--- config.mk ---
export PLATFORM = sky130hd
export DESIGN_NAME = gauge_command_decoder
export DESIGN_NICKNAME = d
export VERILOG_FILES = /design/src/core/gauge_pkg.sv /design/src/core/text_rom.sv /design/src/core/gauge_command_decoder.sv
export VERILOG_INCLUDE_DIRS = /design/src /design/src/core
export SDC_FILE = /design/constraint.sdc
export NUM_CORES = 1
export LEC_CHECK = 0
export ABC_AREA = 0
export BUFFER_PORTS_ARGS = -buffer_cell sky130_fd_sc_hd__buf_2
export CORE_MARGIN = 5
export CORE_UTILIZATION = 46
export DETAILED_ROUTE_END_ITERATION = 16
export PLACE_DENSITY = 0.89
export SLEW_MARGIN = 5
export SYNTH_ARGS = -nofsm -noshare
export SYNTH_HDL_FRONTEND = slang
export SYNTH_SLANG_ARGS = --single-unit
--- constraint.sdc ---
create_clock -name clk -period 2.99 [get_ports clk]
set_clock_uncertainty 0.1 [all_clocks]
set_input_delay 0.1495 -clock clk [delete_from_list [all_inputs] [get_ports clk]]
set_output_delay 0.1495 -clock clk [all_outputs]
set_load 0.03 [all_outputs]
--- src/core/gauge_consts.svh ---
// command codes, subcommands, field positions and fixed values of the gauge decoder
`ifndef GAUGE_CONSTS_SVH
`define GAUGE_CONSTS_SVH

// standard command codes
`define CODE_CTL_LO       8'h00
`define CODE_CTL_HI       8'h01
`define CODE_CHARGE       8'h02
`define CODE_MAX_ERR      8'h03
`define CODE_REMAIN       8'h04
`define CODE_FULL_CAP     8'h06
`define CODE_POTENTIAL    8'h08
`define CODE_MEAN_CUR     8'h0A
`define CODE_THERMAL      8'h0C
`define CODE_STATUS_A     8'h0E
`define CODE_INST_CUR     8'h10
`define CODE_STATUS_B     8'h12

// block read windows
`define CODE_MFR_BASE     8'h40
`define MFR_LEN           16
`define CODE_CHEM_BASE    8'h50
`define CHEM_LEN          4

// control subcommands
`define SUB_STATUS        16'h0000
`define SUB_DEV_TYPE      16'h0001
`define SUB_FW_REV        16'h0002
`define SUB_HW_REV        16'h0003
`define SUB_RESET_DATA    16'h0005
`define SUB_PREV          16'h0007
`define SUB_CHEM_CODE     16'h0008
`define SUB_BOARD_OFS     16'h0009
`define SUB_CC_MEASURE    16'h000A
`define SUB_CC_COMMIT     16'h000B
`define SUB_CFG_REV       16'h000C
`define SUB_DEEP_SLEEP    16'h0010
`define SUB_SEAL          16'h0020
`define SUB_GAUGE_EN      16'h0021
`define SUB_CAL_TOGGLE    16'h002D
`define SUB_FULL_RESET    16'h0041
`define SUB_EXIT_CAL      16'h0080
`define SUB_ENTER_CAL     16'h0081
`define SUB_OFFSET_CAL    16'h0082

// previous-subcommand record keeps only codes below this
`define PREV_LIMIT        16'h0020

// control status word bit positions
`define CS_SEALED         13
`define CS_CALEN          12
`define CS_CCA            11
`define CS_BCA            10
`define CS_CSV            9
`define CS_DEEP_SLEEP     5
`define CS_SLEEP          4
`define CS_LDMD           3
`define CS_RUP_DIS        2
`define CS_VOK            1
`define CS_QEN            0

// reset values
`define RST_SEALED        1'b0
`define RST_WORD          16'h0000
`define RST_BYTE          8'h00

`endif

--- src/core/gauge_pkg.sv ---
// types shared by the gauge command decoder
package gauge_pkg;

  // source of the word returned at the control codes
  typedef enum logic [3:0] {
    RSP_STATUS,
    RSP_TYPE,
    RSP_FW,
    RSP_HW,
    RSP_RESETS,
    RSP_PREV,
    RSP_CHEM,
    RSP_CFG,
    RSP_OFFSET
  } resp_sel_t;

endpackage

--- src/core/text_rom.sv ---
// constant text string addressed one byte at a time
`timescale 1ns/1ps
`default_nettype none

module text_rom #(
  parameter int          LEN  = 4,
  parameter logic [8*LEN-1:0] TEXT = '0
) (
  input  wire logic [7:0] idx,
  output logic      [7:0] data
);

  // first character sits in the top byte; beyond the end reads zero
  always_comb begin
    data = 8'h00;
    for (int i = 0; i < LEN; i++) begin
      if (idx == 8'(i)) begin
        data = TEXT[8*(LEN-1-i) +: 8];
      end
    end
  end

endmodule // text_rom

`default_nettype wire

--- src/core/gauge_command_decoder.sv ---
// host command interpreter of the battery gauge
//
// Behaviour
// - standard commands carry a two-byte word the host reads or writes
// - fixed codes: 0x02, 0x03 single bytes, word pairs 0x04/0x05 to 0x12/0x13
// - standard commands answered only in normal operating power mode
// - two block reads return manufacturer name and chemistry strings
// - control word read-write in both states, measurements read-only always
// - write of two-byte subcommand to 0x00/0x01 runs the chosen control function
// - 0x0020 seals the device, honoured only while unsealed
// - 0x0000 reports the key feature status word, allowed while sealed
// - 0x0001 to 0x0003 return type, firmware and hardware revision
// - 0x0007 returns previous control subcommand, allowed while sealed
// - 0x0008 returns chemistry identifier of the active configuration
// - 0x0009 starts and stores a board offset measurement, allowed sealed
// - 0x000A starts counter offset measurement without committing it
// - 0x000B commits the measured counter offset
// - 0x000C returns configuration data revision in both states
// - 0x0010 sets the deep-sleep flag of the control status word
// - 0x0021 enables the gauging algorithm, only while unsealed
// - unsealed: 0x002D toggles calibration enable, 0x0081 enters, 0x0080 leaves
// - 0x0041 requests full device reset, only while unsealed
// - 0x0082 reports counter offset in calibration mode, only unsealed
// - sealed state shown on bit 5 of control status high byte
`timescale 1ns/1ps
`default_nettype none
`include "gauge_consts.svh"

module gauge_command_decoder #(
  parameter logic [15:0]        DEVICE_TYPE = 16'h0A5A,  // arbitrary value
  parameter logic [8*16-1:0]    MFR_TEXT    = "GAUGE MAKER     ",
  parameter logic [8*4-1:0]     CHEM_TEXT   = "LION"
) (
  input  wire logic              clk,
  input  wire logic              rst_n,
  input  wire logic              ce,
  input  wire logic              normal_mode,
  // byte access from the link layer
  input  wire logic              acc_valid,
  input  wire logic              acc_write,
  input  wire logic [7:0]        acc_addr,
  input  wire logic [7:0]        acc_wdata,
  output var  logic              rd_valid_ff,
  output var  logic [7:0]        rd_data_ff,
  // measurement values
  input  wire logic [7:0]        charge_percent,
  input  wire logic [7:0]        max_error_percent,
  input  wire logic [15:0]       remaining_capacity,
  input  wire logic [15:0]       full_charge_capacity,
  input  wire logic [15:0]       pack_potential_mv,
  input  wire logic [15:0]       mean_current,
  input  wire logic [15:0]       thermal_reading,
  input  wire logic [15:0]       gauge_status_word_a,
  input  wire logic [15:0]       instant_current,
  input  wire logic [15:0]       gauge_status_word_b,
  // identification and calibration values
  input  wire logic [15:0]       fw_rev,
  input  wire logic [15:0]       hw_rev,
  input  wire logic [15:0]       chem_code,
  input  wire logic [15:0]       cfg_rev,
  input  wire logic [15:0]       reset_count,
  input  wire logic [15:0]       counter_offset_measure,
  // core status
  input  wire logic              checksum_valid,
  input  wire logic              board_cal_busy,
  input  wire logic              cc_cal_busy,
  input  wire logic              sleep_mode,
  input  wire logic              const_power_mode,
  input  wire logic              ra_update_off,
  input  wire logic              vok_clear,
  // control outputs
  output var  logic              sealed_ff,
  output var  logic              cal_allow_ff,
  output var  logic              cal_mode_ff,
  output var  logic              gauging_algorithm_enable_ff,
  output var  logic              vok_ff,
  output var  logic              deep_sleep_flag_ff,
  output var  logic              board_cal_start_ff,
  output var  logic              counter_offset_measure_ff,
  output var  logic              counter_offset_commit_ff,
  output var  logic              full_reset_ff,
  output var  logic              gauging_start_ff
);

  import gauge_pkg::*;

  // ---------------------------------------------------------------
  // access decode
  // ---------------------------------------------------------------
  logic        take;
  logic        wr_ctl_lo;
  logic        wr_ctl_hi;
  logic [15:0] sub;
  logic [7:0]  ctl_lo_ff;

  // accesses only in normal power mode
  assign take      = ce && acc_valid && normal_mode;
  // only the control codes accept writes
  assign wr_ctl_lo = take && acc_write && (acc_addr == `CODE_CTL_LO);
  assign wr_ctl_hi = take && acc_write && (acc_addr == `CODE_CTL_HI);
  // low byte then high byte form the subcommand
  assign sub       = {acc_wdata, ctl_lo_ff};

  always_ff @(posedge clk or negedge rst_n) begin
    if (!rst_n) begin
      ctl_lo_ff <= `RST_BYTE;
    end else if (wr_ctl_lo) begin
      ctl_lo_ff <= acc_wdata;
    end
  end

  // ---------------------------------------------------------------
  // subcommand permission
  // ---------------------------------------------------------------
  logic known;
  logic sealed_free;
  logic run;

  always_comb begin
    known       = 1'b1;
    sealed_free = 1'b0;
    unique case (sub)
      `SUB_STATUS, `SUB_DEV_TYPE, `SUB_FW_REV, `SUB_HW_REV,
      `SUB_RESET_DATA, `SUB_PREV, `SUB_CHEM_CODE, `SUB_BOARD_OFS,
      `SUB_CC_MEASURE, `SUB_CC_COMMIT, `SUB_CFG_REV,
      `SUB_DEEP_SLEEP: sealed_free = 1'b1;
      `SUB_SEAL, `SUB_GAUGE_EN, `SUB_CAL_TOGGLE, `SUB_FULL_RESET,
      `SUB_EXIT_CAL, `SUB_ENTER_CAL: sealed_free = 1'b0;
      `SUB_OFFSET_CAL: known = cal_mode_ff;
      default: known = 1'b0;
    endcase
  end

  // forbidden or unknown codes change nothing
  assign run = wr_ctl_hi && known && (sealed_free || !sealed_ff);

  // ---------------------------------------------------------------
  // access state
  // ---------------------------------------------------------------
  always_ff @(posedge clk or negedge rst_n) begin
    if (!rst_n) begin
      sealed_ff <= `RST_SEALED;
    end else if (run && sub == `SUB_SEAL) begin
      sealed_ff <= 1'b1;
    end
  end

  // ---------------------------------------------------------------
  // answer word selection
  // ---------------------------------------------------------------
  resp_sel_t   resp_sel_ff;
  logic [15:0] prev_ff;

  always_ff @(posedge clk or negedge rst_n) begin
    if (!rst_n) begin
      resp_sel_ff <= RSP_STATUS;
    end else if (run) begin
      unique case (sub)
        `SUB_STATUS:     resp_sel_ff <= RSP_STATUS;
        `SUB_DEV_TYPE:   resp_sel_ff <= RSP_TYPE;
        `SUB_FW_REV:     resp_sel_ff <= RSP_FW;
        `SUB_HW_REV:     resp_sel_ff <= RSP_HW;
        `SUB_RESET_DATA: resp_sel_ff <= RSP_RESETS;
        `SUB_PREV:       resp_sel_ff <= RSP_PREV;
        `SUB_CHEM_CODE:  resp_sel_ff <= RSP_CHEM;
        `SUB_CFG_REV:    resp_sel_ff <= RSP_CFG;
        `SUB_OFFSET_CAL: resp_sel_ff <= RSP_OFFSET;
        default:         resp_sel_ff <= resp_sel_ff;
      endcase
    end
  end

  // record of the last accepted subcommand, small codes only; the query itself is not kept
  always_ff @(posedge clk or negedge rst_n) begin
    if (!rst_n) begin
      prev_ff <= `RST_WORD;
    end else if (run && sub < `PREV_LIMIT && sub != `SUB_PREV) begin
      prev_ff <= sub;
    end
  end

  // ---------------------------------------------------------------
  // calibration and gauging state
  // ---------------------------------------------------------------
  always_ff @(posedge clk or negedge rst_n) begin
    if (!rst_n) begin
      cal_allow_ff <= 1'b0;
    end else if (run && sub == `SUB_CAL_TOGGLE) begin
      cal_allow_ff <= !cal_allow_ff;
    end
  end

  always_ff @(posedge clk or negedge rst_n) begin
    if (!rst_n) begin
      cal_mode_ff <= 1'b0;
    end else if (run && sub == `SUB_ENTER_CAL && cal_allow_ff) begin
      cal_mode_ff <= 1'b1;
    end else if (run && sub == `SUB_EXIT_CAL) begin
      cal_mode_ff <= 1'b0;
    end
  end

  // once enabled the algorithm stays enabled
  always_ff @(posedge clk or negedge rst_n) begin
    if (!rst_n) begin
      gauging_algorithm_enable_ff <= 1'b0;
    end else if (run && sub == `SUB_GAUGE_EN) begin
      gauging_algorithm_enable_ff <= 1'b1;
    end
  end

  // set by the enable wins over the core's clear
  always_ff @(posedge clk or negedge rst_n) begin
    if (!rst_n) begin
      vok_ff <= 1'b0;
    end else if (ce) begin
      if (run && sub == `SUB_GAUGE_EN) begin
        vok_ff <= 1'b1;
      end else if (vok_clear) begin
        vok_ff <= 1'b0;
      end
    end
  end

  always_ff @(posedge clk or negedge rst_n) begin
    if (!rst_n) begin
      deep_sleep_flag_ff <= 1'b0;
    end else if (run && sub == `SUB_DEEP_SLEEP) begin
      deep_sleep_flag_ff <= 1'b1;
    end
  end

  // ---------------------------------------------------------------
  // one-cycle action requests to the core
  // ---------------------------------------------------------------
  always_ff @(posedge clk or negedge rst_n) begin
    if (!rst_n) begin
      board_cal_start_ff        <= 1'b0;
      counter_offset_measure_ff <= 1'b0;
      counter_offset_commit_ff  <= 1'b0;
      full_reset_ff             <= 1'b0;
      gauging_start_ff          <= 1'b0;
    end else if (ce) begin
      board_cal_start_ff        <= run && sub == `SUB_BOARD_OFS;
      counter_offset_measure_ff <= run && sub == `SUB_CC_MEASURE;
      counter_offset_commit_ff  <= run && sub == `SUB_CC_COMMIT;
      full_reset_ff             <= run && sub == `SUB_FULL_RESET;
      gauging_start_ff          <= run && sub == `SUB_GAUGE_EN;
    end
  end

  // ---------------------------------------------------------------
  // control word contents
  // ---------------------------------------------------------------
  logic [15:0] status_word;
  logic [15:0] ctl_word;

  always_comb begin
    status_word                 = 16'h0000;
    status_word[`CS_SEALED]     = sealed_ff;
    status_word[`CS_CALEN]      = cal_mode_ff;
    status_word[`CS_CCA]        = cc_cal_busy;
    status_word[`CS_BCA]        = board_cal_busy;
    status_word[`CS_CSV]        = checksum_valid;
    status_word[`CS_DEEP_SLEEP] = deep_sleep_flag_ff;
    status_word[`CS_SLEEP]      = sleep_mode;
    status_word[`CS_LDMD]       = const_power_mode;
    status_word[`CS_RUP_DIS]    = ra_update_off;
    status_word[`CS_VOK]        = vok_ff;
    status_word[`CS_QEN]        = gauging_algorithm_enable_ff;
  end

  always_comb begin
    unique case (resp_sel_ff)
      RSP_STATUS: ctl_word = status_word;
      RSP_TYPE:   ctl_word = DEVICE_TYPE;
      RSP_FW:     ctl_word = fw_rev;
      RSP_HW:     ctl_word = hw_rev;
      RSP_RESETS: ctl_word = reset_count;
      RSP_PREV:   ctl_word = prev_ff;
      RSP_CHEM:   ctl_word = chem_code;
      RSP_CFG:    ctl_word = cfg_rev;
      RSP_OFFSET: ctl_word = counter_offset_measure;
      default:    ctl_word = 16'h0000;
    endcase
  end

  // ---------------------------------------------------------------
  // block read strings
  // ---------------------------------------------------------------
  logic [7:0] mfr_idx;
  logic [7:0] chem_idx;
  logic [7:0] mfr_byte;
  logic [7:0] chem_byte;
  logic       in_mfr;
  logic       in_chem;

  assign mfr_idx  = acc_addr - `CODE_MFR_BASE;
  assign chem_idx = acc_addr - `CODE_CHEM_BASE;
  assign in_mfr   = (acc_addr >= `CODE_MFR_BASE) && (mfr_idx < 8'(`MFR_LEN));
  assign in_chem  = (acc_addr >= `CODE_CHEM_BASE) && (chem_idx < 8'(`CHEM_LEN));

  text_rom #(
    .LEN  (`MFR_LEN),
    .TEXT (MFR_TEXT)
  ) u_mfr_rom (
    .idx  (mfr_idx),
    .data (mfr_byte)
  );

  text_rom #(
    .LEN  (`CHEM_LEN),
    .TEXT (CHEM_TEXT)
  ) u_chem_rom (
    .idx  (chem_idx),
    .data (chem_byte)
  );

  // ---------------------------------------------------------------
  // read data path
  // ---------------------------------------------------------------
  logic [15:0] word;
  logic [7:0]  rd_byte;

  // word of the code pair, odd code returns the high byte
  always_comb begin
    unique case ({acc_addr[7:1], 1'b0})
      `CODE_CTL_LO:    word = ctl_word;
      `CODE_REMAIN:    word = remaining_capacity;
      `CODE_FULL_CAP:  word = full_charge_capacity;
      `CODE_POTENTIAL: word = pack_potential_mv;
      `CODE_MEAN_CUR:  word = mean_current;
      `CODE_THERMAL:   word = thermal_reading;
      `CODE_STATUS_A:  word = gauge_status_word_a;
      `CODE_INST_CUR:  word = instant_current;
      `CODE_STATUS_B:  word = gauge_status_word_b;
      default:         word = 16'h0000;
    endcase
  end

  always_comb begin
    if (acc_addr == `CODE_CHARGE) begin
      rd_byte = charge_percent;
    end else if (acc_addr == `CODE_MAX_ERR) begin
      rd_byte = max_error_percent;
    end else if (in_mfr) begin
      rd_byte = mfr_byte;
    end else if (in_chem) begin
      rd_byte = chem_byte;
    end else begin
      rd_byte = acc_addr[0] ? word[15:8] : word[7:0];
    end
  end

  always_ff @(posedge clk or negedge rst_n) begin
    if (!rst_n) begin
      rd_valid_ff <= 1'b0;
    end else if (ce) begin
      rd_valid_ff <= take && !acc_write;
    end
  end

  always_ff @(posedge clk or negedge rst_n) begin
    if (!rst_n) begin
      rd_data_ff <= `RST_BYTE;
    end else if (take && !acc_write) begin
      rd_data_ff <= rd_byte;
    end
  end

endmodule // gauge_command_decoder

`default_nettype wire

==> results by group <==
Power and ir drop
  • Power density cells: between 200 and 250 mW/mm^2
  • Psw: ~0.00052 W
  • Flop pwr share: between 40% and 50%
  • Maximum vdd drop: about 0.21 mV
  • Internal Power: 0.001125 W
  • Pwr Total: between 0.0015 and 0.002 W
  • Static Leakage: between 3 and 4 nW
  • Comb pwr share: 33.1%
  • Clock share of power: 25.4%
  • Switching Share: a little under a third

Critical path
  • Crit. End Element: flip-flop
  • Critical Path Fanout Max: 7
  • Crit-path max cell delay: approximately 0.57 ns
  • Worst path required time: between 3 and 4 ns
  • Slowest cell on crit path: or4b_4
  • Crit-path leading delay family: simple AND/OR/NAND/NOR gates
  • CP bufs+invs: 0
  • Worst setup SP type: flip-flop
  • WS Path Type: flip-flop to flip-flop
  • Critical Path AT: approximately 3 ns
  • Critical Path, Cell by Cell: or4b_4 -> or3b_4 -> a2111oi_4 -> nand2_2 -> a32oi_2 -> mux2_2

Yosys
  • Netlist cell types: between 70 and 80
  • Post-synth EDFFs: 0
  • Sequential area share after synthesis: a little under a quarter
  • #FFs+latches synth: 48
  • Syn Area/Cell: between 8 and 9 um^2
  • Mapped cell area: roughly 0.005 mm^2
  • Synth warnings: 0
  • Mapped Nets: ~900
  • Main synth FF type: dfrtp_1
  • FFs w/ async S/R, synth: between 90% and 100%
  • Mapped Cells: ~620

Drt
  • Vias: around 6600
  • Met2 WL: roughly 11000 um
  • Vias per cell: 6.240
  • Met1 wire length: between 8000 and 9000 um
  • Detailed Routing Iterations Pass 1: 5
  • Antenna-violating nets left: 0
  • WL/cell: between 20 and 25 um
  • Remaining DRCs: 0
  • Met3 wire len: 3054 um
  • Initial DRC count: approximately 680
  • DR top layer: met5
  • Detailed Route WL: approximately 24000 um

STA
  • Finish-stage setup viols: 0
  • Fin worst setup slack: around 0.095 ns
  • RSZ-0062 raised after global routing: false
  • Sum Neg Setup Slack: 0 ns
  • Peak Freq: approximately 350 MHz
  • Slew Limit Headroom: ~26%
  • Crit share post-route: 96.83%
  • Max-slew violations: 0
  • Fin crit period: 2.895 ns
  • Worst Tran Pin Value: about 1.1 ns
  • Final Hold Fails: 0

Placed design
  • Placed cell count: approximately 1000
  • Gpl congestion: 0.9790
  • Port Buffers: ~290
  • Dpl hpwl: 19240 um
  • Pre-CTS setup slack: 0.1421 ns

Clocking
  • Total CTS buffers: 5
  • Clock transition at path regs: around 0.09 ns
  • TritonCTS clock tree: done
  • Htree depth: 2
  • CTS root buf: clkbuf_8
  • Clock Latency Late Sink: 0.31 ns
  • Setup Fix Bufs, Post-CTS: 0
  • Clk sinks: 48
  • Clock buffer depth: 2

Min path
  • Tightest Hold Check Type: input port to flip-flop

Global routing
  • GRT Total Usage: about 34%
  • Total grt overflow: 0
  • First-pass GRT wire length: roughly 34000 um
  • Vias in the first global route: 6322
  • Initial antenna violation count: 9
  • Largest net degree at the start of global routing: 49

Floorplanning
  • Die ar.: around 0.013 mm^2
  • Width of the die: about 120 um
  • Die Ht: 115.2 um
  • Starting Density: 46.96%
  • I/O pin count: ~290
  • Core ar.: around 0.011 mm^2
  • Row cnt: 38

Flow run
  • Max cap viols: 0

Final layout
  • Fillers: roughly 960
  • Most frequent cells in the layout: buf_2 (288), dfrtp_1 (48), nand2_1 (45), nor2_1 (45), mux2i_1 (38)
  • Area delta synth->final: 38.02%
  • Share of cells above drive strength 1: around 43%
  • Final Non-Filler Cells: 1059
  • Final net count: 1182
  • Commonest non-fill, non-tap cell in the layout: buf_2
  • Fin util: about two thirds

Status
  • Status: finished, final reports clean
-- cell usage after synthesis, types with 6 or more instances --
cell type	number	area [um^2]
a21oi_1	27	135.1
o21ai_0	22	110.1
mux2i_1	38	380.4
and2_1	6	37.54
clkbuf_1	37	138.9
a221oi_1	6	52.55
o2111ai_1	6	52.55
nor4b_1	8	70.07
inv_1	27	101.4
a22oi_1	19	142.6
o22ai_1	18	112.6
mux4_2	14	315.3
nand3_1	24	120.1
a31oi_1	8	50.05
and3_1	8	50.05
nand2b_1	10	62.56
o31ai_1	7	52.55
mux2_2	22	247.7
nand4_1	13	81.33
or2_2	6	37.54
dfrtp_1	48	1201
a211oi_1	9	67.56
nand2_1	45	168.9
nor2_1	45	168.9
nor3_1	20	100.1
nor2b_1	13	81.33
buf_2	7	35.03
-- per-layer routing --
layer	vias up	track usage, %
li1	2996	-
met5	-	0
met3	64	11.42
met2	437	53.90
met4	10	9.859
met1	3101	42.98
-- repair_timing --
action	CTS	global route
endpoints found under the hold margin	56	0
hold buffers	9	0
resized for setup	0	0
-- area by class of cell --
class	instances	area, um^2	area share [%]
multi-input cells	496	3601	51.25
repair buffers	335	1842	26.21
flip-flops and latches	48	1201	17.09
well taps	140	175.2	2.493
inverters	27	101.3	1.442
clock buffers	7	86.33	1.229
diodes	5	12.51	0.1781
clock inverters	1	7.507	0.1068
-- per-stage QoR --
step | hold slack [ns] | area, um^2
global route | 0.04646 | 7022
floorplan | -0.2461 | 5091
CTS | 0.007012 | 7014
global placement | 0.2892 | 6830
finish | 0.004457 | 7027
detailed placement | 0.3044 | 6830
-- worst reg2reg max path, cell delays in order (launching register included) --
cell and delay, ns:
dfrtp_1 0.45, or4b_4 0.57, or3b_4 0.42, a2111oi_4 0.50
nand2_2 0.10, a32oi_2 0.28, mux2_2 0.37
-- cells by family after synthesis --
| group | Yosys count | synth area share [%] |
|---|---|---|
| buffers and inverters | 75 | 5.775 |
| and+or+nand+nor | 236 | 25.24 |
| muxes | 74 | 18.53 |
| AOI/OAI and AO/OA | 185 | 26.69 |
| xor gates and xnor gates | 1 | 0.1721 |
| DFF | 48 | 23.59 |
-- state kept, by name, summed over array words and instances (netlist names), 4 cells and up --
register	count
rd_data_ff	8
resp_sel_ff	4
prev_ff	16
ctl_lo_ff	8
-- worst paths after layout --
kind / endpoint / slack (ns) / from / cells after the start
hold / removal: rd_data_ff[1]$_DFFE_PN0P_ / 0.004 / charge_percent[1] / 3
setup reg to reg: resp_sel_ff[0]$_DFFE_PN0P_ / 0.09 / ctl_lo_ff[6]$_DFFE_PN0P_ / 6
max in group asynchronous: rd_data_ff[4]$_DFFE_PN0P_ / 1.63 / rst_n / 2
setup / recovery: resp_sel_ff[0]$_DFFE_PN0P_ / 0.09 / ctl_lo_ff[6]$_DFFE_PN0P_ / 6
hold reg to reg: prev_ff[10]$_DFFE_PN0P_ / 0.40 / prev_ff[10]$_DFFE_PN0P_ / 2
min in group asynchronous: ctl_lo_ff[1]$_DFFE_PN0P_ / 0.47 / rst_n / 2
-- power by group through the flow --
stage / clock, W / sequential, W / combinational (W)
final: 0.000419 / 0.000684 / 0.000544
after floorplan: 0 / 0.000732 / 0.000206
after detailed placement: 0 / 0.000694 / 0.000525
after global routing: 0.000449 / 0.000686 / 0.000583
after global placement: 0 / 0.000694 / 0.000514
after CTS: 0.000422 / 0.000682 / 0.000535
Power figures use the tool's default switching activity.
